==> src/core/gds_pkg.sv <==
// Constants, types and lookup functions of the gate driver supervision block
package gds_pkg;
    // Clock rate and times in their own units
    localparam int CLK_MHZ = 200;
    localparam int T_CLEAR_NS = 3000;
    localparam int T_OVL_NS = 4000;
    localparam int T_EXT_NS = 10000;
    localparam int T_RT_NS = 1000;
    localparam int T_DLY_UNIT_NS = 1000;
    localparam int T_WD_BASE_MS = 1;
    localparam int T_CFG_MS = 100;
    localparam int T_PFB_MS = 50;
    // Derived cycle counts
    localparam int CLEAR_CYC = (T_CLEAR_NS * CLK_MHZ + 999) / 1000;
    localparam int OVL_CYC = (T_OVL_NS * CLK_MHZ + 999) / 1000;
    localparam int EXT_CYC = (T_EXT_NS * CLK_MHZ + 999) / 1000;
    localparam int RT_CYC = T_RT_NS * CLK_MHZ / 1000;
    localparam int DLY_UNIT_CYC = T_DLY_UNIT_NS * CLK_MHZ / 1000;
    localparam int WD_BASE_CYC = T_WD_BASE_MS * CLK_MHZ * 1000;
    localparam int CFG_CYC = T_CFG_MS * CLK_MHZ * 1000;
    localparam int PFB_CYC = T_PFB_MS * CLK_MHZ * 1000;
    // Register byte addresses
    localparam logic [7:0] ADDR_CTRL = 8'h00;
    localparam logic [7:0] ADDR_SVC = 8'h04;
    localparam logic [7:0] ADDR_SIG = 8'h08;
    localparam logic [7:0] ADDR_STAT = 8'h0c;
    localparam logic [7:0] ADDR_SER = 8'h10;
    // Control register fields
    localparam int F_WDPER = 0;
    localparam int F_WDRAT = 2;
    localparam int F_WDLOOP = 5;
    localparam int F_PFB = 8;
    localparam int F_APCWD = 9;
    localparam int F_APCVCC = 10;
    localparam int F_APCINV = 11;
    localparam int F_APCDLY = 12;
    localparam int F_BEH = 16;
    localparam logic [31:0] CTRL_RST = 32'h0015_0000;
    localparam logic [7:0] SIG_OK = 8'h5a;
    localparam int SER_APC = 3;
    // Fault behaviour codes per supervision
    localparam logic [1:0] BEH_WARN = 2'h0;
    localparam logic [1:0] BEH_LATCH = 2'h1;
    localparam logic [1:0] BEH_ARE = 2'h2;
    localparam logic [1:0] BEH_ERR = 2'h3;
    // Threshold percentages of the phase comparator
    localparam logic [6:0] PFB_HI0 = 7'd80;
    localparam logic [6:0] PFB_LO0 = 7'd25;
    localparam logic [6:0] PFB_HI1 = 7'd50;
    localparam logic [6:0] PFB_LO1 = 7'd50;

    typedef enum logic [2:0] {
        MODE_IDLE, MODE_CONFIG, MODE_NORMAL, MODE_ERROR, MODE_LOCK
    } gds_mode_t;
    typedef enum logic [1:0] {APC_IDLE, APC_DELAY, APC_ACTIVE} gds_apc_t;

    // Watchdog period multiple of the base step
    function automatic logic [3:0] wdMult(input logic [1:0] s);
        case (s)
            2'h0: return 4'h1;
            2'h1: return 4'h2;
            2'h2: return 4'h5;
            default: return 4'ha;
        endcase
    endfunction : wdMult

    // Closed window share of the period in percent
    function automatic logic [6:0] wdRatio(input logic [2:0] s);
        case (s)
            3'h0: return 7'd50;
            3'h1: return 7'd55;
            3'h2: return 7'd60;
            3'h3: return 7'd70;
            3'h4: return 7'd75;
            3'h5: return 7'd80;
            3'h6: return 7'd90;
            default: return 7'd95;
        endcase
    endfunction : wdRatio
endpackage : gds_pkg

==> src/core/gds_hold.sv <==
// Persistence filter: reports a level held for a number of cycles
`timescale 1ns/1ps
`default_nettype none
module gds_hold #(
    parameter int N = 2
) (
    input wire logic clk,
    input wire logic rstN,
    input wire logic level,
    output logic held,
    output logic hit
);
    logic [15:0] cntQ;
    logic [15:0] cntD;

    // Count while high, saturate at the threshold
    always_comb begin
        if (!level) begin
            cntD = 16'h0;
        end else if (cntQ == 16'(N)) begin
            cntD = cntQ;
        end else begin
            cntD = cntQ + 16'h1;
        end
    end

    always_ff @(posedge clk or negedge rstN) begin
        if (!rstN) begin
            cntQ <= 16'h0;
        end else begin
            cntQ <= cntD;
        end
    end

    // Hit pulses once, in the cycle the threshold is reached
    assign held = (cntQ == 16'(N));
    assign hit = level && (cntQ == 16'(N - 1));
endmodule : gds_hold
`default_nettype wire

==> src/core/gds_wwd.sv <==
// Window watchdog with loop counter
`timescale 1ns/1ps
`default_nettype none
module gds_wwd (
    input wire logic clk,
    input wire logic rstN,
    input wire logic en,
    input wire logic svc,
    input wire logic [31:0] periodCyc,
    input wire logic [31:0] closedCyc,
    input wire logic [4:0] limit,
    output logic failEvt,
    output logic wdErr,
    output logic [4:0] loopCnt
);
    logic [31:0] cntQ;
    logic [31:0] cntD;
    logic [4:0] lcQ;
    logic [4:0] lcD;
    logic failQ;
    logic failD;

    // Early service or missing service both fail
    always_comb begin
        cntD = cntQ + 32'h1;
        failD = 1'b0;
        lcD = lcQ;
        // Loop count restarts whenever the watchdog is off, so no stale error survives
        if (!en) begin
            cntD = 32'h0;
            lcD = 5'h0;
        end else if (svc || cntQ >= periodCyc - 32'h1) begin
            cntD = 32'h0;
            failD = !svc || (cntQ < closedCyc);
        end
        if (en && failD && lcQ < limit) begin
            lcD = lcQ + 5'h1;
        end else if (en && svc && !failD && lcQ != 5'h0 && lcQ < limit) begin
            lcD = lcQ - 5'h1;
        end
    end

    always_ff @(posedge clk or negedge rstN) begin
        if (!rstN) begin
            cntQ <= 32'h0;
            lcQ <= 5'h0;
            failQ <= 1'b0;
        end else begin
            cntQ <= cntD;
            lcQ <= lcD;
            failQ <= failD;
        end
    end

    assign failEvt = failQ;
    assign wdErr = (lcQ >= limit);
    assign loopCnt = lcQ;

    early_svc_a: assert property (@(posedge clk) disable iff (!rstN)
        en && svc && cntQ < closedCyc |=> failEvt)
        else $error("early service not flagged");
endmodule : gds_wwd
`default_nettype wire

==> src/core/gds_supervisor.sv <==
// Supervision, fault control and phase cut-off of the bridge driver
`timescale 1ns/1ps
`default_nettype none
// Overview of operation
// - Watchdog period selectable in four steps from 1 ms to 10 ms.
// - Closed window share selectable in eight steps, 50 to 95 percent.
// - Watchdog loop counter limit selectable in eight steps, 2 to 16.
// - Drive-enable low for the clear threshold clears latched errors.
// - Auto-recover faults return to normal within 1 us of disappearing.
// - Fault pin indication is stretched to the 10 us extension time.
// - Output pin overload counts only after persisting about 4 us.
// - Threshold bit picks 80/25 percent (default) or 50/50 percent.
// - Woken at high bridge supply, phase levels valid after 50 ms.
// - Cut-off triggered by watchdog failure or logic supply fault, as configured.
// - Cut-off pin output characteristic is configurable.
// - Cut-off trigger sets bit 3 of the special event register.
// - Configurable activation delay runs before the cut-off pin drives.
// - Cut-off sequence runs to the end; only wake-hold low aborts it.
// - Cut-off active flag stays set until a drive-enable clear pulse.
// - A readable register shows the active operation mode.
// - Normal mode without error, drive-enable high: gate outputs follow inputs, diagnostics active.
// - Configuration timeout before valid signature locks until wake-hold reset.
// - Latched errors hold error mode until a drive-enable clear.
// - Auto-recover and fault-pin faults hold error only while present.
// - Supervisions set to warning never cause error mode.
module gds_supervisor
    import gds_pkg::*;
#(
    parameter int WD_BASE = WD_BASE_CYC,
    parameter int CFG_TIMEOUT = CFG_CYC,
    parameter int PFB_SETTLE = PFB_CYC
) (
    input wire logic sys_clk,
    input wire logic arst_n,
    input wire logic psel,
    input wire logic penable,
    input wire logic pwrite,
    input wire logic [7:0] paddr,
    input wire logic [31:0] pwdata,
    output logic [31:0] prdata,
    output logic pready,
    output logic pslverr,
    input wire logic driveEnablePin,
    input wire logic wakeHoldPin,
    input wire logic bridgeSupplyRef,
    input wire logic vccFault,
    input wire logic outOverload,
    input wire logic [2:0] phaseCmp,
    input wire logic [5:0] gateIn,
    output logic [5:0] gateOut,
    output logic [2:0] phaseLevelOut,
    output logic [6:0] pfbHighPct,
    output logic [6:0] pfbLowPct,
    output logic faultPinN,
    output logic phaseCutOff
);
    localparam int NPIN = 14;

    // Reset release through two flops
    logic [1:0] rstSyncQ;
    logic rstN;
    always_ff @(posedge sys_clk or negedge arst_n) begin
        if (!arst_n) begin
            rstSyncQ <= 2'h0;
        end else begin
            rstSyncQ <= {rstSyncQ[0], 1'b1};
        end
    end
    assign rstN = rstSyncQ[1];

    // Two-flop synchronisers for every pin input
    logic [NPIN-1:0] pinRaw;
    logic [NPIN-1:0] syncAQ;
    logic [NPIN-1:0] syncBQ;
    assign pinRaw = {gateIn, phaseCmp, driveEnablePin, wakeHoldPin,
                     bridgeSupplyRef, vccFault, outOverload};
    for (genvar i = 0; i < NPIN; i++) begin : g_sync
        always_ff @(posedge sys_clk or negedge rstN) begin
            if (!rstN) begin
                syncAQ[i] <= 1'b0;
                syncBQ[i] <= 1'b0;
            end else begin
                syncAQ[i] <= pinRaw[i];
                syncBQ[i] <= syncAQ[i];
            end
        end
    end
    logic ovlS, vccS, bridgeS, inhS, enaS;
    logic [2:0] cmpS;
    logic [5:0] gateS;
    assign {gateS, cmpS, enaS, inhS, bridgeS, vccS, ovlS} = syncBQ;

    // Drive-enable low filter gives the clear pulse
    logic enaLowHeld;
    logic clrPulse;
    gds_hold #(.N(CLEAR_CYC)) u_clear (
        .clk(sys_clk),
        .rstN(rstN),
        .level(!enaS),
        .held(enaLowHeld),
        .hit(clrPulse)
    );

    // Overload must persist before it counts
    logic ovlFilt;
    gds_hold #(.N(OVL_CYC)) u_ovl (
        .clk(sys_clk),
        .rstN(rstN),
        .level(ovlS),
        .held(ovlFilt),
        .hit()
    );

    // APB register file; zero wait states
    logic [31:0] ctrlQ, ctrlD;
    logic [31:0] rdQ, rdD;
    logic serApcQ, serApcD;
    logic wrEn, rdSetup, hitAddr, cfgWr, svcWr, sigWr;
    gds_mode_t modeQ, modeD;
    logic [4:0] loopCnt;
    logic [2:0] latQ;
    logic errActive;
    gds_apc_t apcQ, apcD;

    assign wrEn = psel && penable && pwrite;
    assign rdSetup = psel && !penable && !pwrite;
    assign hitAddr = paddr == ADDR_CTRL || paddr == ADDR_SVC || paddr == ADDR_SIG
                     || paddr == ADDR_STAT || paddr == ADDR_SER;
    // Configuration only while idle or configuring
    assign cfgWr = wrEn && paddr == ADDR_CTRL
                   && (modeQ == MODE_IDLE || modeQ == MODE_CONFIG);
    assign svcWr = wrEn && paddr == ADDR_SVC;
    assign sigWr = wrEn && paddr == ADDR_SIG && modeQ == MODE_CONFIG;
    assign pready = 1'b1;
    assign pslverr = psel && penable && (!hitAddr
                     || (pwrite && paddr == ADDR_CTRL && !cfgWr)
                     || (pwrite && (paddr == ADDR_STAT || paddr == ADDR_SER)));

    // Read data is captured in the setup cycle
    always_comb begin
        rdD = rdQ;
        if (rdSetup) begin
            case (paddr)
                ADDR_CTRL: rdD = ctrlQ;
                ADDR_STAT: rdD = {17'h0, loopCnt, latQ, errActive,
                                  apcQ, 1'b0, modeQ};
                ADDR_SER: rdD = 32'(serApcQ) << SER_APC;
                default: rdD = 32'h0;
            endcase
        end
    end

    // Cut-off flag: trigger sets, clear pulse resets, set wins
    logic apcTrig;
    always_comb begin
        ctrlD = cfgWr ? pwdata : ctrlQ;
        serApcD = serApcQ;
        if (clrPulse) begin
            serApcD = 1'b0;
        end
        if (apcTrig) begin
            serApcD = 1'b1;
        end
        if (!inhS) begin
            ctrlD = CTRL_RST;
            serApcD = 1'b0;
        end
    end

    always_ff @(posedge sys_clk or negedge rstN) begin
        if (!rstN) begin
            ctrlQ <= CTRL_RST;
            rdQ <= 32'h0;
            serApcQ <= 1'b0;
        end else begin
            ctrlQ <= ctrlD;
            rdQ <= rdD;
            serApcQ <= serApcD;
        end
    end
    assign prdata = rdQ;

    // Watchdog setup from the control fields
    logic [31:0] periodCyc, closedCyc;
    logic [4:0] loopLimit;
    logic wdFail, wdErr, wdEn;
    assign periodCyc = 32'(WD_BASE) * {28'h0, wdMult(ctrlQ[F_WDPER +: 2])};
    assign closedCyc = (periodCyc * {25'h0, wdRatio(ctrlQ[F_WDRAT +: 3])})
                       / 32'd100;
    assign loopLimit = {1'b0, ctrlQ[F_WDLOOP +: 3], 1'b0} + 5'h2;
    assign wdEn = inhS && (modeQ == MODE_NORMAL || modeQ == MODE_ERROR);

    gds_wwd u_wwd (
        .clk(sys_clk),
        .rstN(rstN),
        .en(wdEn),
        .svc(svcWr),
        .periodCyc(periodCyc),
        .closedCyc(closedCyc),
        .limit(loopLimit),
        .failEvt(wdFail),
        .wdErr(wdErr),
        .loopCnt(loopCnt)
    );

    // Per-supervision fault behaviour: overload, supply, watchdog
    logic [2:0] present, latD, active;
    logic [5:0] beh;
    assign present = {wdErr, vccS, ovlFilt};
    assign beh = ctrlQ[F_BEH +: 6];
    for (genvar s = 0; s < 3; s++) begin : g_fault
        always_comb begin
            latD[s] = latQ[s];
            if (clrPulse) begin
                latD[s] = 1'b0;
            end
            if (present[s] && beh[2*s +: 2] == BEH_LATCH) begin
                latD[s] = 1'b1;
            end
            case (beh[2*s +: 2])
                BEH_LATCH: active[s] = latQ[s];
                BEH_ARE, BEH_ERR: active[s] = present[s];
                default: active[s] = 1'b0;
            endcase
        end
        always_ff @(posedge sys_clk or negedge rstN) begin
            if (!rstN) begin
                latQ[s] <= 1'b0;
            end else begin
                latQ[s] <= inhS ? latD[s] : 1'b0;
            end
        end
    end
    assign errActive = |active;

    // Operation mode and configuration timer
    logic [31:0] cfgCntQ, cfgCntD;
    always_comb begin
        modeD = modeQ;
        cfgCntD = 32'h0;
        case (modeQ)
            MODE_IDLE: begin
                if (cfgWr) begin
                    modeD = MODE_CONFIG;
                end
            end
            MODE_CONFIG: begin
                cfgCntD = cfgCntQ + 32'h1;
                if (sigWr && pwdata[7:0] == SIG_OK) begin
                    modeD = MODE_NORMAL;
                end else if (cfgCntQ >= 32'(CFG_TIMEOUT - 1)) begin
                    modeD = MODE_LOCK;
                end
            end
            MODE_NORMAL: begin
                if (errActive) begin
                    modeD = MODE_ERROR;
                end
            end
            MODE_ERROR: begin
                if (!errActive) begin
                    modeD = MODE_NORMAL;
                end
            end
            MODE_LOCK: modeD = MODE_LOCK;
            default: modeD = MODE_IDLE;
        endcase
        if (!inhS) begin
            modeD = MODE_IDLE;
        end
    end

    always_ff @(posedge sys_clk or negedge rstN) begin
        if (!rstN) begin
            modeQ <= MODE_IDLE;
            cfgCntQ <= 32'h0;
        end else begin
            modeQ <= modeD;
            cfgCntQ <= cfgCntD;
        end
    end

    // Fault pin extension and gate outputs
    logic [15:0] extQ, extD;
    logic [5:0] gateD;
    logic faultD, faultQ;
    always_comb begin
        extD = (extQ != 16'h0) ? extQ - 16'h1 : 16'h0;
        if (errActive && extQ == 16'h0 && !faultQ) begin
            extD = 16'(EXT_CYC - 1);
        end
        faultD = errActive || extD != 16'h0 || modeQ == MODE_CONFIG
                 || modeQ == MODE_LOCK;
        gateD = 6'h0;
        if (modeQ == MODE_NORMAL && !errActive && enaS) begin
            gateD = gateS;
        end
    end

    always_ff @(posedge sys_clk or negedge rstN) begin
        if (!rstN) begin
            extQ <= 16'h0;
            faultQ <= 1'b0;
            gateOut <= 6'h0;
        end else begin
            extQ <= extD;
            faultQ <= faultD;
            gateOut <= gateD;
        end
    end
    assign faultPinN = !faultQ;

    // Phase cut-off: trigger, delay, then hold until wake-hold low
    logic [11:0] dlyQ, dlyD;
    logic apcPinD, apcPinQ;
    assign apcTrig = inhS && apcQ == APC_IDLE
                     && ((ctrlQ[F_APCWD] && wdFail)
                     || (ctrlQ[F_APCVCC] && vccS));
    always_comb begin
        apcD = apcQ;
        dlyD = dlyQ;
        case (apcQ)
            APC_IDLE: begin
                if (apcTrig) begin
                    apcD = APC_DELAY;
                    dlyD = 12'(ctrlQ[F_APCDLY +: 4] * DLY_UNIT_CYC);
                end
            end
            APC_DELAY: begin
                if (dlyQ == 12'h0) begin
                    apcD = APC_ACTIVE;
                end else begin
                    dlyD = dlyQ - 12'h1;
                end
            end
            APC_ACTIVE: apcD = APC_ACTIVE;
            default: apcD = APC_IDLE;
        endcase
        if (!inhS) begin
            apcD = APC_IDLE;
        end
        apcPinD = (apcD == APC_ACTIVE) ^ ctrlQ[F_APCINV];
    end

    always_ff @(posedge sys_clk or negedge rstN) begin
        if (!rstN) begin
            apcQ <= APC_IDLE;
            dlyQ <= 12'h0;
            apcPinQ <= 1'b0;
        end else begin
            apcQ <= apcD;
            dlyQ <= dlyD;
            apcPinQ <= apcPinD;
        end
    end
    assign phaseCutOff = apcPinQ;

    // Phase level outputs wait out the settle time at high bridge supply
    logic [31:0] pfbCntQ, pfbCntD;
    logic pfbValid;
    logic [2:0] phaseD;
    logic inhPrevQ;
    always_comb begin
        pfbCntD = pfbCntQ;
        if (!inhS) begin
            pfbCntD = 32'h0;
        end else if (!inhPrevQ && bridgeS) begin
            pfbCntD = 32'(PFB_SETTLE);
        end else if (pfbCntQ != 32'h0) begin
            pfbCntD = pfbCntQ - 32'h1;
        end
        pfbValid = inhS && pfbCntQ == 32'h0;
        phaseD = pfbValid ? cmpS : 3'h0;
    end

    always_ff @(posedge sys_clk or negedge rstN) begin
        if (!rstN) begin
            pfbCntQ <= 32'h0;
            inhPrevQ <= 1'b0;
            phaseLevelOut <= 3'h0;
            pfbHighPct <= PFB_HI0;
            pfbLowPct <= PFB_LO0;
        end else begin
            pfbCntQ <= pfbCntD;
            inhPrevQ <= inhS;
            phaseLevelOut <= phaseD;
            pfbHighPct <= ctrlQ[F_PFB] ? PFB_HI1 : PFB_HI0;
            pfbLowPct <= ctrlQ[F_PFB] ? PFB_LO1 : PFB_LO0;
        end
    end

    // Checks on the supervision behaviour
    gate_follow_a: assert property (@(posedge sys_clk) disable iff (!rstN)
        modeQ == MODE_NORMAL && !errActive && enaS |=> gateOut == $past(gateS))
        else $error("gate outputs do not follow inputs");
    ser_flag_a: assert property (@(posedge sys_clk) disable iff (!rstN)
        apcTrig |=> serApcQ && apcQ == APC_DELAY)
        else $error("cut-off trigger not flagged");
    apc_hold_a: assert property (@(posedge sys_clk) disable iff (!rstN)
        apcQ == APC_ACTIVE && inhS |=> apcQ == APC_ACTIVE)
        else $error("cut-off sequence left early");
    flag_stay_a: assert property (@(posedge sys_clk) disable iff (!rstN)
        serApcQ && !clrPulse && inhS |=> serApcQ)
        else $error("cut-off flag lost without clear");
    lock_stay_a: assert property (@(posedge sys_clk) disable iff (!rstN)
        modeQ == MODE_LOCK && inhS |=> modeQ == MODE_LOCK)
        else $error("lock mode left without wake-hold reset");
    are_return_a: assert property (@(posedge sys_clk) disable iff (!rstN)
        modeQ == MODE_ERROR && !errActive && inhS |=> modeQ == MODE_NORMAL)
        else $error("late return to normal mode");
    ext_len_a: assert property (@(posedge sys_clk) disable iff (!rstN)
        $rose(errActive) && extQ == 16'h0 && !faultQ |=> extQ == 16'(EXT_CYC - 1)
        ##1 !faultPinN [*8])
        else $error("fault indication not stretched");
    latch_keep_a: assert property (@(posedge sys_clk) disable iff (!rstN)
        latQ[1] && !clrPulse && inhS |=> latQ[1])
        else $error("latched error cleared without full low time");
    warn_quiet_a: assert property (@(posedge sys_clk) disable iff (!rstN)
        beh[5:4] == BEH_WARN && wdErr && active[1:0] == 2'h0 |-> !errActive)
        else $error("warning supervision raised error");
endmodule : gds_supervisor
`default_nettype wire

==> config.mk <==
export PLATFORM = sky130hd
export DESIGN_NAME = gds_supervisor
export DESIGN_NICKNAME = d
export VERILOG_FILES = /design/src/core/gds_pkg.sv /design/src/core/gds_hold.sv /design/src/core/gds_wwd.sv /design/src/core/gds_supervisor.sv
export SDC_FILE = /design/constraint.sdc
export NUM_CORES = 1
export LEC_CHECK = 0
export BUFFER_PORTS_ARGS = -buffer_cell sky130_fd_sc_hd__buf_2
export CAP_MARGIN = 25
export CELL_PAD_IN_SITES_DETAIL_PLACEMENT = 1
export CELL_PAD_IN_SITES_GLOBAL_PLACEMENT = 2
export CORE_AREA = 5 5 302 216
export CTS_CLUSTER_DIAMETER = 100
export DETAILED_ROUTE_END_ITERATION = 6
export DIE_AREA = 0 0 307 221
export PLACE_DENSITY = 0.84
export SLEW_MARGIN = 20
export SYNTH_ARGS = -nofsm -noshare
export SYNTH_HDL_FRONTEND = slang
export SYNTH_SLANG_ARGS = --single-unit
export TNS_END_PERCENT = 50
==> constraint.sdc <==
create_clock -name sys_clk -period 11.5 [get_ports sys_clk]
set_input_delay 1.725 -clock sys_clk [delete_from_list [all_inputs] [get_ports sys_clk]]
set_output_delay 1.725 -clock sys_clk [all_outputs]
set_load 0.01 [all_outputs]
==> results of run 1 <==
-- Yosys cell counts (all sizes together) (43+ instances only) --
| library cell | number |
|---|---|
| o21ai | 138 |
| nor2 | 321 |
| xnor2 | 102 |
| nor3 | 81 |
| dfrtp | 275 |
| nand2 | 304 |
| buf | 44 |
| and2 | 46 |
| a21oi | 152 |
| clkbuf | 88 |
| nand3 | 118 |
| a21boi | 47 |
| ha | 120 |
| xor2 | 78 |
| inv | 115 |
| or3 | 43 |
| fa | 69 |
-- critical path: cells and delay by family, from the launching register on --
kind | cells | cell delay [ns]
buffers and inverters | 14 | 1.80
adder cells (fa/ha/maj) | 11 | 3.63
AND/OR/NAND/NOR | 20 | 3.56
AO/OA/AOI/OAI | 39 | 8.42
multiplexers | 8 | 2.03
flip-flops | 1 | 0.46
XOR/XNOR | 4 | 0.64
-- stage by stage --
stage | util (%) | cell area [µm²] | instances | setup slack, ns
2_1_floorplan | - | 24600 | 2797 | -8.47
3_3_place_gp | 47.8 | 29700 | 4152 | -8.86
3_5_place_dp | 47.8 | 29700 | 4153 | -9.72
4_1_cts | 52.0 | 32300 | 4281 | -8.75
5_1_grt | 53.8 | 33400 | 4343 | -9.99
6_report | 53.8 | 33400 | 4343 | -9.19
-- layer usage --
metal | track usage, % | wire length, µm | share of wire (%)
met2 | 41.4 | 43300 | 48
met3 | 2.71 | 3240 | 3.6
met5 | 0 | 0 | 0
met1 | 34.9 | 41600 | 46
met4 | 4.71 | 1750 | 1.9
-- worst paths after layout --
kind / from / end / slack [ns] / cells past startpoint
worst max-delay path: ctrlQ[1]$_DFFE_PN0P_ / u_wwd.loopCnt[1]$_DFFE_PN0P_ / -9.19 / 96
worst min-delay path: rstSyncQ[1]$_DFF_PN0_ / syncAQ[11]$_DFF_PN0_ / 0.20 / 0
worst max register to register: ctrlQ[1]$_DFFE_PN0P_ / u_wwd.loopCnt[1]$_DFFE_PN0P_ / -9.19 / 96
worst min register to register: rstSyncQ[1]$_DFF_PN0_ / syncAQ[11]$_DFF_PN0_ / 0.20 / 0
max in group asynchronous: rstSyncQ[1]$_DFF_PN0_ / cfgCntQ[9]$_DFF_PN0_ / 9.16 / 4
min in group sys_clk: syncAQ[3]$_DFF_PN0_ / inhS$_DFF_PN0_ / 0.35 / 0
-- area by class of cell --
type,count,share of cell area [%]
inverters,118,1.43
multi-input cells,2268,53.6
clock inverters,20,0.610
well taps,829,3.10
flip-flops and latches,279,20.9
repair buffers,793,17.8
clock buffers,36,2.50
-- registers in the layout, indices dropped and copies added (netlist names), 5 cells and up --
signal,count
prdata,32
u_ovl.cntQ,16
ctrlQ,32
u_wwd.loopCnt,5
gateS,6
syncAQ,14
dlyQ,12
extQ,16
pfbCntQ,32
u_clear.cntQ,16
gateOut,6
cfgCntQ,32
u_wwd.cntQ,32
-- kinds of logic (layout without fill, tap and decap cells) --
logic type | after synthesis | in the layout | share of synthesized area [%]
AND/OR/NAND/NOR | 1163 | 1163 | 23.9
flip-flops | 279 | 279 | 29.2
XOR/XNOR | 180 | 180 | 7.02
buffers and inverters | 250 | 967 | 4.52
AO/OA/AOI/OAI | 665 | 665 | 21.1
other | 2 | 25 | 0.0314
multiplexers | 42 | 42 | 1.95
adder cells (fa/ha/maj) | 193 | 193 | 12.2
-- placed cells by master (no fill, tap or decap), types with 35 or more instances in the layout --
cell type,n
sky130_fd_sc_hd__fa_1,68
sky130_fd_sc_hd__buf_2,109
sky130_fd_sc_hd__inv_1,102
sky130_fd_sc_hd__a21boi_0,39
sky130_fd_sc_hd__dfrtp_1,272
sky130_fd_sc_hd__nand2_1,290
sky130_fd_sc_hd__buf_4,641
sky130_fd_sc_hd__and2_1,37
sky130_fd_sc_hd__xnor2_1,79
sky130_fd_sc_hd__o21ai_0,88
sky130_fd_sc_hd__or3_1,35
sky130_fd_sc_hd__xor2_1,74
sky130_fd_sc_hd__nand3_1,107
sky130_fd_sc_hd__nor2_1,299
sky130_fd_sc_hd__ha_1,101
sky130_fd_sc_hd__a21oi_1,114
sky130_fd_sc_hd__nor3_1,65
-- what timing repair did --
item / CTS / global route
pin swaps: 98 / 123
hold buffers: 0 / 0
buffers inserted: 73 / 64
resized for setup: 188 / 128
endpoints found under the setup margin: 6 / 6
==> parameters.txt, run 1 <==
Parameter                              Value

STA
  Worst hold slack after final layout ... 0.198 ns
  Actual transition at the worst max-transition pin ... 1.06 ns
  Fmax ... 48.3 MHz
  Time the worst path needs with I/O delays and setup ... 20.69 ns
  Endpoints failing setup ... 6
  Ratio of final minimum period to clock period ... 180%
  Unrepaired setup endpoints after global routing ... true
  Worst max-slew margin expressed relative to the limit ... 29.3%
  Total Neg Setup Slack ... -54.49 ns
  Setup WS post-layout ... -9.19 ns
  Final max-slew violation count ... 0
  Post-route clock skew ... 0.0250 ns
  Number of hold violations in the final report ... 0

Yosys
  Cell taking the most area after synthesis ... sky130_fd_sc_hd__dfrtp_1
  Mapped cell area ... 0.0239 mm²
  Seq/Total Area, Yosys ... 29.2%
  Yosys warnings ... 0
  Number of standard cells after synthesis ... 2774
  Biggest area contributors in the synthesized netlist ... sky130_fd_sc_hd__dfrtp_1, sky130_fd_sc_hd__ha_1, sky130_fd_sc_hd__fa_1
  Most used flip-flop cell after synthesis ... sky130_fd_sc_hd__dfrtp_1
  FF+latch count, synth ... 279
  Post-synth EDFFs ... 0
  Share of the synthesized area in the top cell type ... 28.8%
  Synth cell types ... 145
  Async SR Flop Fraction ... 100%
  Avg Inst Size Synth ... 8.62 µm²

Floorplan
  Initial Util ... 38.5%
  Core outline area ... 0.0621 mm²
  Y dimension of the die ... 221 µm
  Die Area ... 0.0678 mm²
  Ports placed on the boundary ... 118
  Number of placement rows ... 77
  Die span in x ... 307 µm

GRT
  Via count of the first global-routing pass ... 26100
  Pin count of the biggest net entering global routing ... 76
  Number of antenna violations at the first check in global routing ... 2
  GR Util All Layers ... 24.7%
  Global-route wire length before repair ... 141000 µm
  Overflow after GRT ... 0

Clock network
  Clk sinks ... 279
  Skew-Pair Late Insertion Delay ... 0.58 ns
  Register clock-pin slew on the reported worst setup and hold paths ... 0.07 ns
  CTS tree ... built
  Cell at the root of the clock tree ... sky130_fd_sc_hd__clkbuf_16
  Number of buffers created by CTS ... 30
  Clk buf depth ... 3
  # H-tree levels ... 1

Worst setup path
  Slowest Stage Delay on Critical Path ... 0.57 ns
  Critical-path maximum fanout ... 12
  Startpoint type of the worst setup path ... register
  Slowest cell on the critical path ... sky130_fd_sc_hd__fa_1
  Critical path capture point type ... register
  Critical path arrival ... 21.20 ns
  Worst path required time ... 12.01 ns
  CP Class ... reg2reg

Status
  Failing checks ... setup timing
  Status ... finished with violations

Cells and area
  Final #Nets ... 3738
  Layout cells sized above 1 ... 35.6%
  Number of diodes ... 0
  Area used by multi-input combinational logic ... 0.0179 mm²
  Combined flip-flop and latch cell area ... 0.00699 mm²
  Growth of design area from synthesis to finish ... 39.8%
  FILL cells ... 7226

Placed design
  Weighted congestion reported at the end of routability-driven placement ... 0.891
  Half-perimeter wire length of the detailed placement result ... 65900 µm
  Input/output buffers ... 109

Detailed routing
  First-pass detailed-route iteration total ... 5
  Total via count in the routed design ... 24500
  Remaining antenna violation count ... 0
  Initial DRC count ... 1461
  Final WL ... 89800 µm
  Post-detailed-route DRC marker count ... 0
  Average wire per cell in the routed design ... 20.7 µm
  Vias per cell ... 5.64

Min path
  Tightest Hold Check Type ... reg2async

Job
  Number of max-capacitance violations reported ... 0
Power of run 1 is not shown: default switching activity piles up to over one toggle a cycle in this logic, so the estimate is an artifact.
==> run 2: changes to the inputs <==
--- a/config.mk
+++ b/config.mk
@@ -13,7 +13,7 @@
 export CTS_CLUSTER_DIAMETER = 100
 export DETAILED_ROUTE_END_ITERATION = 6
 export DIE_AREA = 0 0 307 221
-export PLACE_DENSITY = 0.84
+export PLACE_DENSITY_LB_ADDON = 0.08
 export SLEW_MARGIN = 20
 export SYNTH_ARGS = -nofsm -noshare
 export SYNTH_HDL_FRONTEND = slang
==> parameters.txt, run 2 (synthesis gave the netlist of run 1 again) <==
Parameter                              Value

STA
  Time the worst path needs with I/O delays and setup ... 20.53 ns (-0.156 ns)
  Number of hold violations in the final report ... 0 (unchanged)
  Ratio of final minimum period to clock period ... 179% (-1.4 points)
  Worst max-slew margin expressed relative to the limit ... 30.8% (+1.5 points)
  Final max-slew violation count ... 0 (unchanged)
  Actual transition at the worst max-transition pin ... 1.04 ns (-0.0220 ns)
  Post-route clock skew ... 0.0216 ns (-0.00343 ns)
  Unrepaired setup endpoints after global routing ... true
  Setup WS post-layout ... -9.03 ns (+0.156 ns)
  Worst hold slack after final layout ... 0.277 ns (+0.0794 ns)
  Endpoints failing setup ... 6 (unchanged)
  Fmax ... 48.7 MHz (+0.76%)

Floorplan
  Initial Util ... 38.5% (unchanged)
  Die Area ... 0.0678 mm² (unchanged)
  Core outline area ... 0.0621 mm² (unchanged)
  Die span in x ... 307 µm (unchanged)
  Y dimension of the die ... 221 µm (unchanged)
  Number of placement rows ... 77 (unchanged)
  Ports placed on the boundary ... 118 (unchanged)

GRT
  Pin count of the biggest net entering global routing ... 169 (+120%)
  Number of antenna violations at the first check in global routing ... 4 (+2)
  Overflow after GRT ... 0 (unchanged)
  Global-route wire length before repair ... 136000 µm (-3.1%)
  GR Util All Layers ... 23.7% (-0.93 points)
  Via count of the first global-routing pass ... 25300 (-3.0%)

Clock network
  Skew-Pair Late Insertion Delay ... 0.56 ns (-0.02 ns)
  Clk sinks ... 279 (unchanged)
  Clk buf depth ... 3 (unchanged)
  # H-tree levels ... 1 (unchanged)
  Cts-stage hold buffer count ... 0 (unchanged)
  Register clock-pin slew on the reported worst setup and hold paths ... 0.06 ns (about the same)
  Cell at the root of the clock tree ... sky130_fd_sc_hd__clkbuf_16
  Number of buffers created by CTS ... 29 (-3.3%)
  CTS tree ... built

Cells and area
  Post-Layout Inst Area ... 0.0338 mm² (+1.1%)
  Non-Filler Instances ... 4369 (+0.60%)
  Growth of design area from synthesis to finish ... 41.4%
  Leading cell type in the layout, fill and taps excluded ... sky130_fd_sc_hd__buf_4
  Layout cells sized above 1 ... 36.3% (+0.66 points)
  FILL cells ... 7145 (-1.1%)
  Leading cell types in the layout, fill and taps excluded ... sky130_fd_sc_hd__buf_4, sky130_fd_sc_hd__nor2_1, sky130_fd_sc_hd__nand2_1
  Final #Nets ... 3762 (+0.64%)

Worst setup path
  CP Class ... reg2reg
  Total buffers and inverters traversed by the critical path ... 18 (+4)
  Slowest cell on the critical path ... sky130_fd_sc_hd__fa_1
  Slowest Stage Delay on Critical Path ... 0.55 ns (-0.02 ns)
  Critical-path maximum fanout ... 6 (-6)
  Launching point of the worst reg2reg path ... ctrlQ[1]$_DFFE_PN0P_
  Critical path arrival ... 21.03 ns (-0.17 ns)
  Worst path required time ... 12.00 ns (about the same)
  Most frequent cell on the critical path ... sky130_fd_sc_hd__buf_4
  Reg2reg path depth ... 97 (+1.0%)
  Setup slack of the worst register-to-register path ... -9.03 ns (+0.16 ns)
  Startpoint type of the worst setup path ... register
  CP endpoint ... u_wwd.loopCnt[1]$_DFFE_PN0P_
  Critical path capture point type ... register
  Top delay family on crit path ... compound AO/OA/AOI/OAI gates
  Depth of the critical timing path with buffers and inverters included ... 97 (+1.0%)
  Terminus of the critical flop-to-flop path ... u_wwd.loopCnt[1]$_DFFE_PN0P_
  Beginning of the critical path ... ctrlQ[1]$_DFFE_PN0P_

Placed design
  Half-perimeter wire length of the detailed placement result ... 63400 µm (-3.7%)
  Input/output buffers ... 109 (unchanged)
  Weighted congestion reported at the end of routability-driven placement ... 0.849 (-4.7%)
  Placement-stage cell area ... 0.0298 mm² (+0.15%)
  Placed Instances ... 4155 (+0.048%)

Detailed routing
  Final WL ... 85600 µm (-4.8%)
  Total via count in the routed design ... 24000 (-1.9%)
  Vias per cell ... 5.50 (-2.5%)
  Initial DRC count ... 1195 (-18%)
  Average wire per cell in the routed design ... 19.6 µm (-5.3%)
  First-pass detailed-route iteration total ... 5 (unchanged)
  Post-detailed-route DRC marker count ... 0 (unchanged)
  Remaining antenna violation count ... 0 (unchanged)

Status
  Failing checks ... setup timing
  Status ... finished with violations

Min path
  Tightest Hold Check Type ... reg2async

Job
  Number of max-capacitance violations reported ... 0 (unchanged)
[run 2: routing by layer]
layer	GRT usage, %	vias up	share of wire [%]
li1	-	11400	-
met1	34.9	12200	48
met2	39.1	326	48
met3	2.27	79	2.7
met4	3.25	0	1.3
met5	0	-	0
[run 2: through the flow]
step	setup slack [ns]	setup TNS [ns]	util, %
floorplan	-8.47	-50.24	-
global placement	-9.13	-54.34	47.9
detailed placement	-9.81	-58.27	47.9
CTS	-8.55	-50.90	52.1
global route	-9.88	-58.77	54.4
finish	-9.03	-53.73	54.4
[run 2: cell type report]
class / instances / area [µm²] / share of cell area (%)
clock buffer: 41 / 811 / 2.40
clock inverter: 12 / 200 / 0.592
sequential: 279 / 6990 / 20.7
timing repair buffer: 816 / 6170 / 18.3
inverter: 118 / 477 / 1.41
tap: 829 / 1040 / 3.07
antenna: 4 / 10.0 / 0.0296
multi-input combinational: 2270 / 18100 / 53.5
[run 2: worst min path at each step]
stage	cells past startpoint	slack (ns)	end	startpoint
2_1_floorplan	0	0.33	bridgeS$_DFF_PN0_	syncAQ[2]$_DFF_PN0_
3_3_place_gp	0	0.29	cfgCntQ[16]$_DFF_PN0_	rstSyncQ[1]$_DFF_PN0_
3_5_place_dp	0	0.29	cfgCntQ[19]$_DFF_PN0_	rstSyncQ[1]$_DFF_PN0_
4_1_cts	0	0.30	cfgCntQ[19]$_DFF_PN0_	rstSyncQ[1]$_DFF_PN0_
5_1_grt	0	0.33	cfgCntQ[19]$_DFF_PN0_	rstSyncQ[1]$_DFF_PN0_
6_report	0	0.28	cfgCntQ[17]$_DFF_PN0_	rstSyncQ[1]$_DFF_PN0_
[run 2: timing repair]
action,in CTS,in global routing
cloned,2,0
setup buffers,79,78
pin swaps,100,160
gates resized for setup,184,158
setup endpoints to repair,6,6
Power of run 2 is left out for the same reason.
==> run 3: changes to the inputs <==
--- a/config.mk
+++ b/config.mk
@@ -7,8 +7,6 @@
 export LEC_CHECK = 0
 export BUFFER_PORTS_ARGS = -buffer_cell sky130_fd_sc_hd__buf_2
 export CAP_MARGIN = 25
-export CELL_PAD_IN_SITES_DETAIL_PLACEMENT = 1
-export CELL_PAD_IN_SITES_GLOBAL_PLACEMENT = 2
 export CORE_AREA = 5 5 302 216
 export CTS_CLUSTER_DIAMETER = 100
 export DETAILED_ROUTE_END_ITERATION = 6
==> parameters.txt, run 3 (synthesis gave the netlist of run 1 again) <==
Parameter                              Value

Detailed routing
  Post-detailed-route DRC marker count ... 0 (unchanged)
  Initial DRC count ... 1687 (+41%)
  Total via count in the routed design ... 23200 (-3.6%)
  Final WL ... 72000 µm (-16%)
  Remaining antenna violation count ... 0 (unchanged)
  Average wire per cell in the routed design ... 16.8 µm (-14%)
  First-pass detailed-route iteration total ... 5 (unchanged)
  Vias per cell ... 5.41 (-1.7%)

Worst setup path
  Top delay family on crit path ... compound AO/OA/AOI/OAI gates
  Critical path arrival ... 20.76 ns (-0.27 ns)
  Depth of the critical timing path with buffers and inverters included ... 94 (-3.1%)
  Most frequent cell on the critical path ... sky130_fd_sc_hd__buf_4
  Slowest cell on the critical path ... sky130_fd_sc_hd__fa_1
  Total buffers and inverters traversed by the critical path ... 18 (unchanged)
  Terminus of the critical flop-to-flop path ... u_wwd.loopCnt[4]$_DFFE_PN0P_
  Critical-path maximum fanout ... 8 (+2)
  CP endpoint ... u_wwd.loopCnt[4]$_DFFE_PN0P_
  Setup slack of the worst register-to-register path ... -8.81 ns (+0.22 ns)
  Reg2reg path depth ... 94 (-3.1%)
  Beginning of the critical path ... ctrlQ[0]$_DFFE_PN0P_
  Worst path required time ... 11.95 ns (-0.05 ns)
  Startpoint type of the worst setup path ... register
  Slowest Stage Delay on Critical Path ... 0.51 ns (-0.04 ns)
  CP Class ... reg2reg
  Launching point of the worst reg2reg path ... ctrlQ[0]$_DFFE_PN0P_
  Critical path capture point type ... register

Clock network
  Register clock-pin slew on the reported worst setup and hold paths ... 0.07 ns (about the same)
  # H-tree levels ... 1 (unchanged)
  Number of buffers created by CTS ... 29 (unchanged)
  Clk sinks ... 279 (unchanged)
  Skew-Pair Late Insertion Delay ... 0.56 ns (about the same)
  Clk buf depth ... 3 (unchanged)
  Cts-stage hold buffer count ... 0 (unchanged)
  CTS tree ... built
  Cell at the root of the clock tree ... sky130_fd_sc_hd__clkbuf_16

Cells and area
  FILL cells ... 5835 (-18%)
  Final #Nets ... 3679 (-2.2%)
  Layout cells sized above 1 ... 33.2% (-3.1 points)
  Growth of design area from synthesis to finish ... 35.4%
  Leading cell types in the layout, fill and taps excluded ... sky130_fd_sc_hd__buf_4, sky130_fd_sc_hd__nor2_1, sky130_fd_sc_hd__nand2_1
  Number of diodes ... 0 (-4)
  Share of the core filled with cells ... 52.1% (-2.3 points)
  Leading cell type in the layout, fill and taps excluded ... sky130_fd_sc_hd__buf_4

STA
  Endpoints failing setup ... 6 (unchanged)
  Setup WS post-layout ... -8.81 ns (+0.218 ns)
  Number of hold violations in the final report ... 0 (unchanged)
  Actual transition at the worst max-transition pin ... 0.971 ns (-0.0665 ns)
  Worst max-slew margin expressed relative to the limit ... 35.2% (+4.4 points)
  Final max-slew violation count ... 0 (unchanged)
  Time the worst path needs with I/O delays and setup ... 20.31 ns (-0.218 ns)
  Unrepaired setup endpoints after global routing ... true
  Fmax ... 49.2 MHz (+1.1%)
  Ratio of final minimum period to clock period ... 177% (-1.9 points)
  Post-route clock skew ... 0.0190 ns (-0.00258 ns)

Job
  Number of max-capacitance violations reported ... 0 (unchanged)

Placed design
  Half-perimeter wire length of the detailed placement result ... 55100 µm (-13%)
  Input/output buffers ... 109 (unchanged)
  Weighted congestion reported at the end of routability-driven placement ... 0.923 (+8.8%)

GRT
  Overflow after GRT ... 0 (unchanged)
  Pin count of the biggest net entering global routing ... 166 (-1.8%)
  Number of antenna violations at the first check in global routing ... 0 (-4)
  Via count of the first global-routing pass ... 22400 (-11%)
  Global-route wire length before repair ... 118000 µm (-13%)
  GR Util All Layers ... 20.4% (-3.3 points)

Floorplan
  Y dimension of the die ... 221 µm (unchanged)
  Die span in x ... 307 µm (unchanged)
  Core outline area ... 0.0621 mm² (unchanged)
  Die Area ... 0.0678 mm² (unchanged)
  Ports placed on the boundary ... 118 (unchanged)
  Initial Util ... 38.5% (unchanged)
  Number of placement rows ... 77 (unchanged)

Min path
  Tightest Hold Check Type ... reg2async

Status
  Status ... finished with violations
  Failing checks ... setup timing
## run 3: cell count changes in the layout (fill, tap and decap cells not counted), sizes merged, moves of 2 or more
cell	change
clkinvlp	+3
clkbuf	-2
diode	-4
buf	-82
## run 3: worst min path at each step
stage / to / slack [ns] / cells after the start
4_1_cts: cmpS[2]$_DFF_PN0_ / 0.35 / 0
3_5_place_dp: cmpS[2]$_DFF_PN0_ / 0.33 / 0
3_3_place_gp: inhS$_DFF_PN0_ / 0.33 / 0
5_1_grt: u_wwd.cntQ[22]$_DFF_PN0_ / 0.30 / 0
6_report: u_wwd.cntQ[23]$_DFF_PN0_ / 0.28 / 0
2_1_floorplan: bridgeS$_DFF_PN0_ / 0.33 / 0
## run 3: area by class of cell
type | instances | area, µm² | share of cell area [%]
clock buffers | 39 | 803 | 2.48
clock inverters | 14 | 184 | 0.568
inverters | 118 | 469 | 1.45
multi-input cells | 2269 | 17500 | 54.1
flip-flops and latches | 279 | 6990 | 21.6
well taps | 829 | 1040 | 3.20
repair buffers | 734 | 5370 | 16.6
## run 3: layer usage
layer,track usage (%),up-vias,wire [µm]
met3,2.04,52,3180
met1,33.4,11300,37800
met2,29.9,528,30400
li1,-,11200,-
met4,2.16,0,617
met5,0,-,0
## run 3: per-stage QoR
stage	setup slack (ns)	setup TNS, ns	cells	hold slack (ns)	cell area [µm²]
2_1_floorplan	-8.47	-50.24	2797	0.331	24600
3_3_place_gp	-9.03	-53.80	4152	0.333	29600
3_5_place_dp	-9.25	-55.02	4153	0.335	29700
4_1_cts	-8.56	-50.97	4241	0.348	31600
5_1_grt	-9.66	-57.71	4282	0.300	32400
6_report	-8.81	-52.54	4282	0.276	32400
## run 3: what timing repair did
item / 4_1_cts / 5_1_grt
setup endpoints to repair: 6 / 6
buffers inserted: 35 / 40
pin swaps: 65 / 82
gates cloned: 1 / 0
resized for setup: 125 / 88
## run 3: worst reg2reg max path, delay by kind of cell, from the launching register on
kind                     cells  cell delay [ns]
XOR/XNOR                     4             0.77
AND/OR/NAND/NOR             19             3.60
multiplexers                 2             0.67
flip-flops                   1             0.42
AO/OA/AOI/OAI               41             9.15
adder cells (fa/ha/maj)     10             3.18
buffers and inverters       18             2.43
Power of run 3 is left out for the same reason.
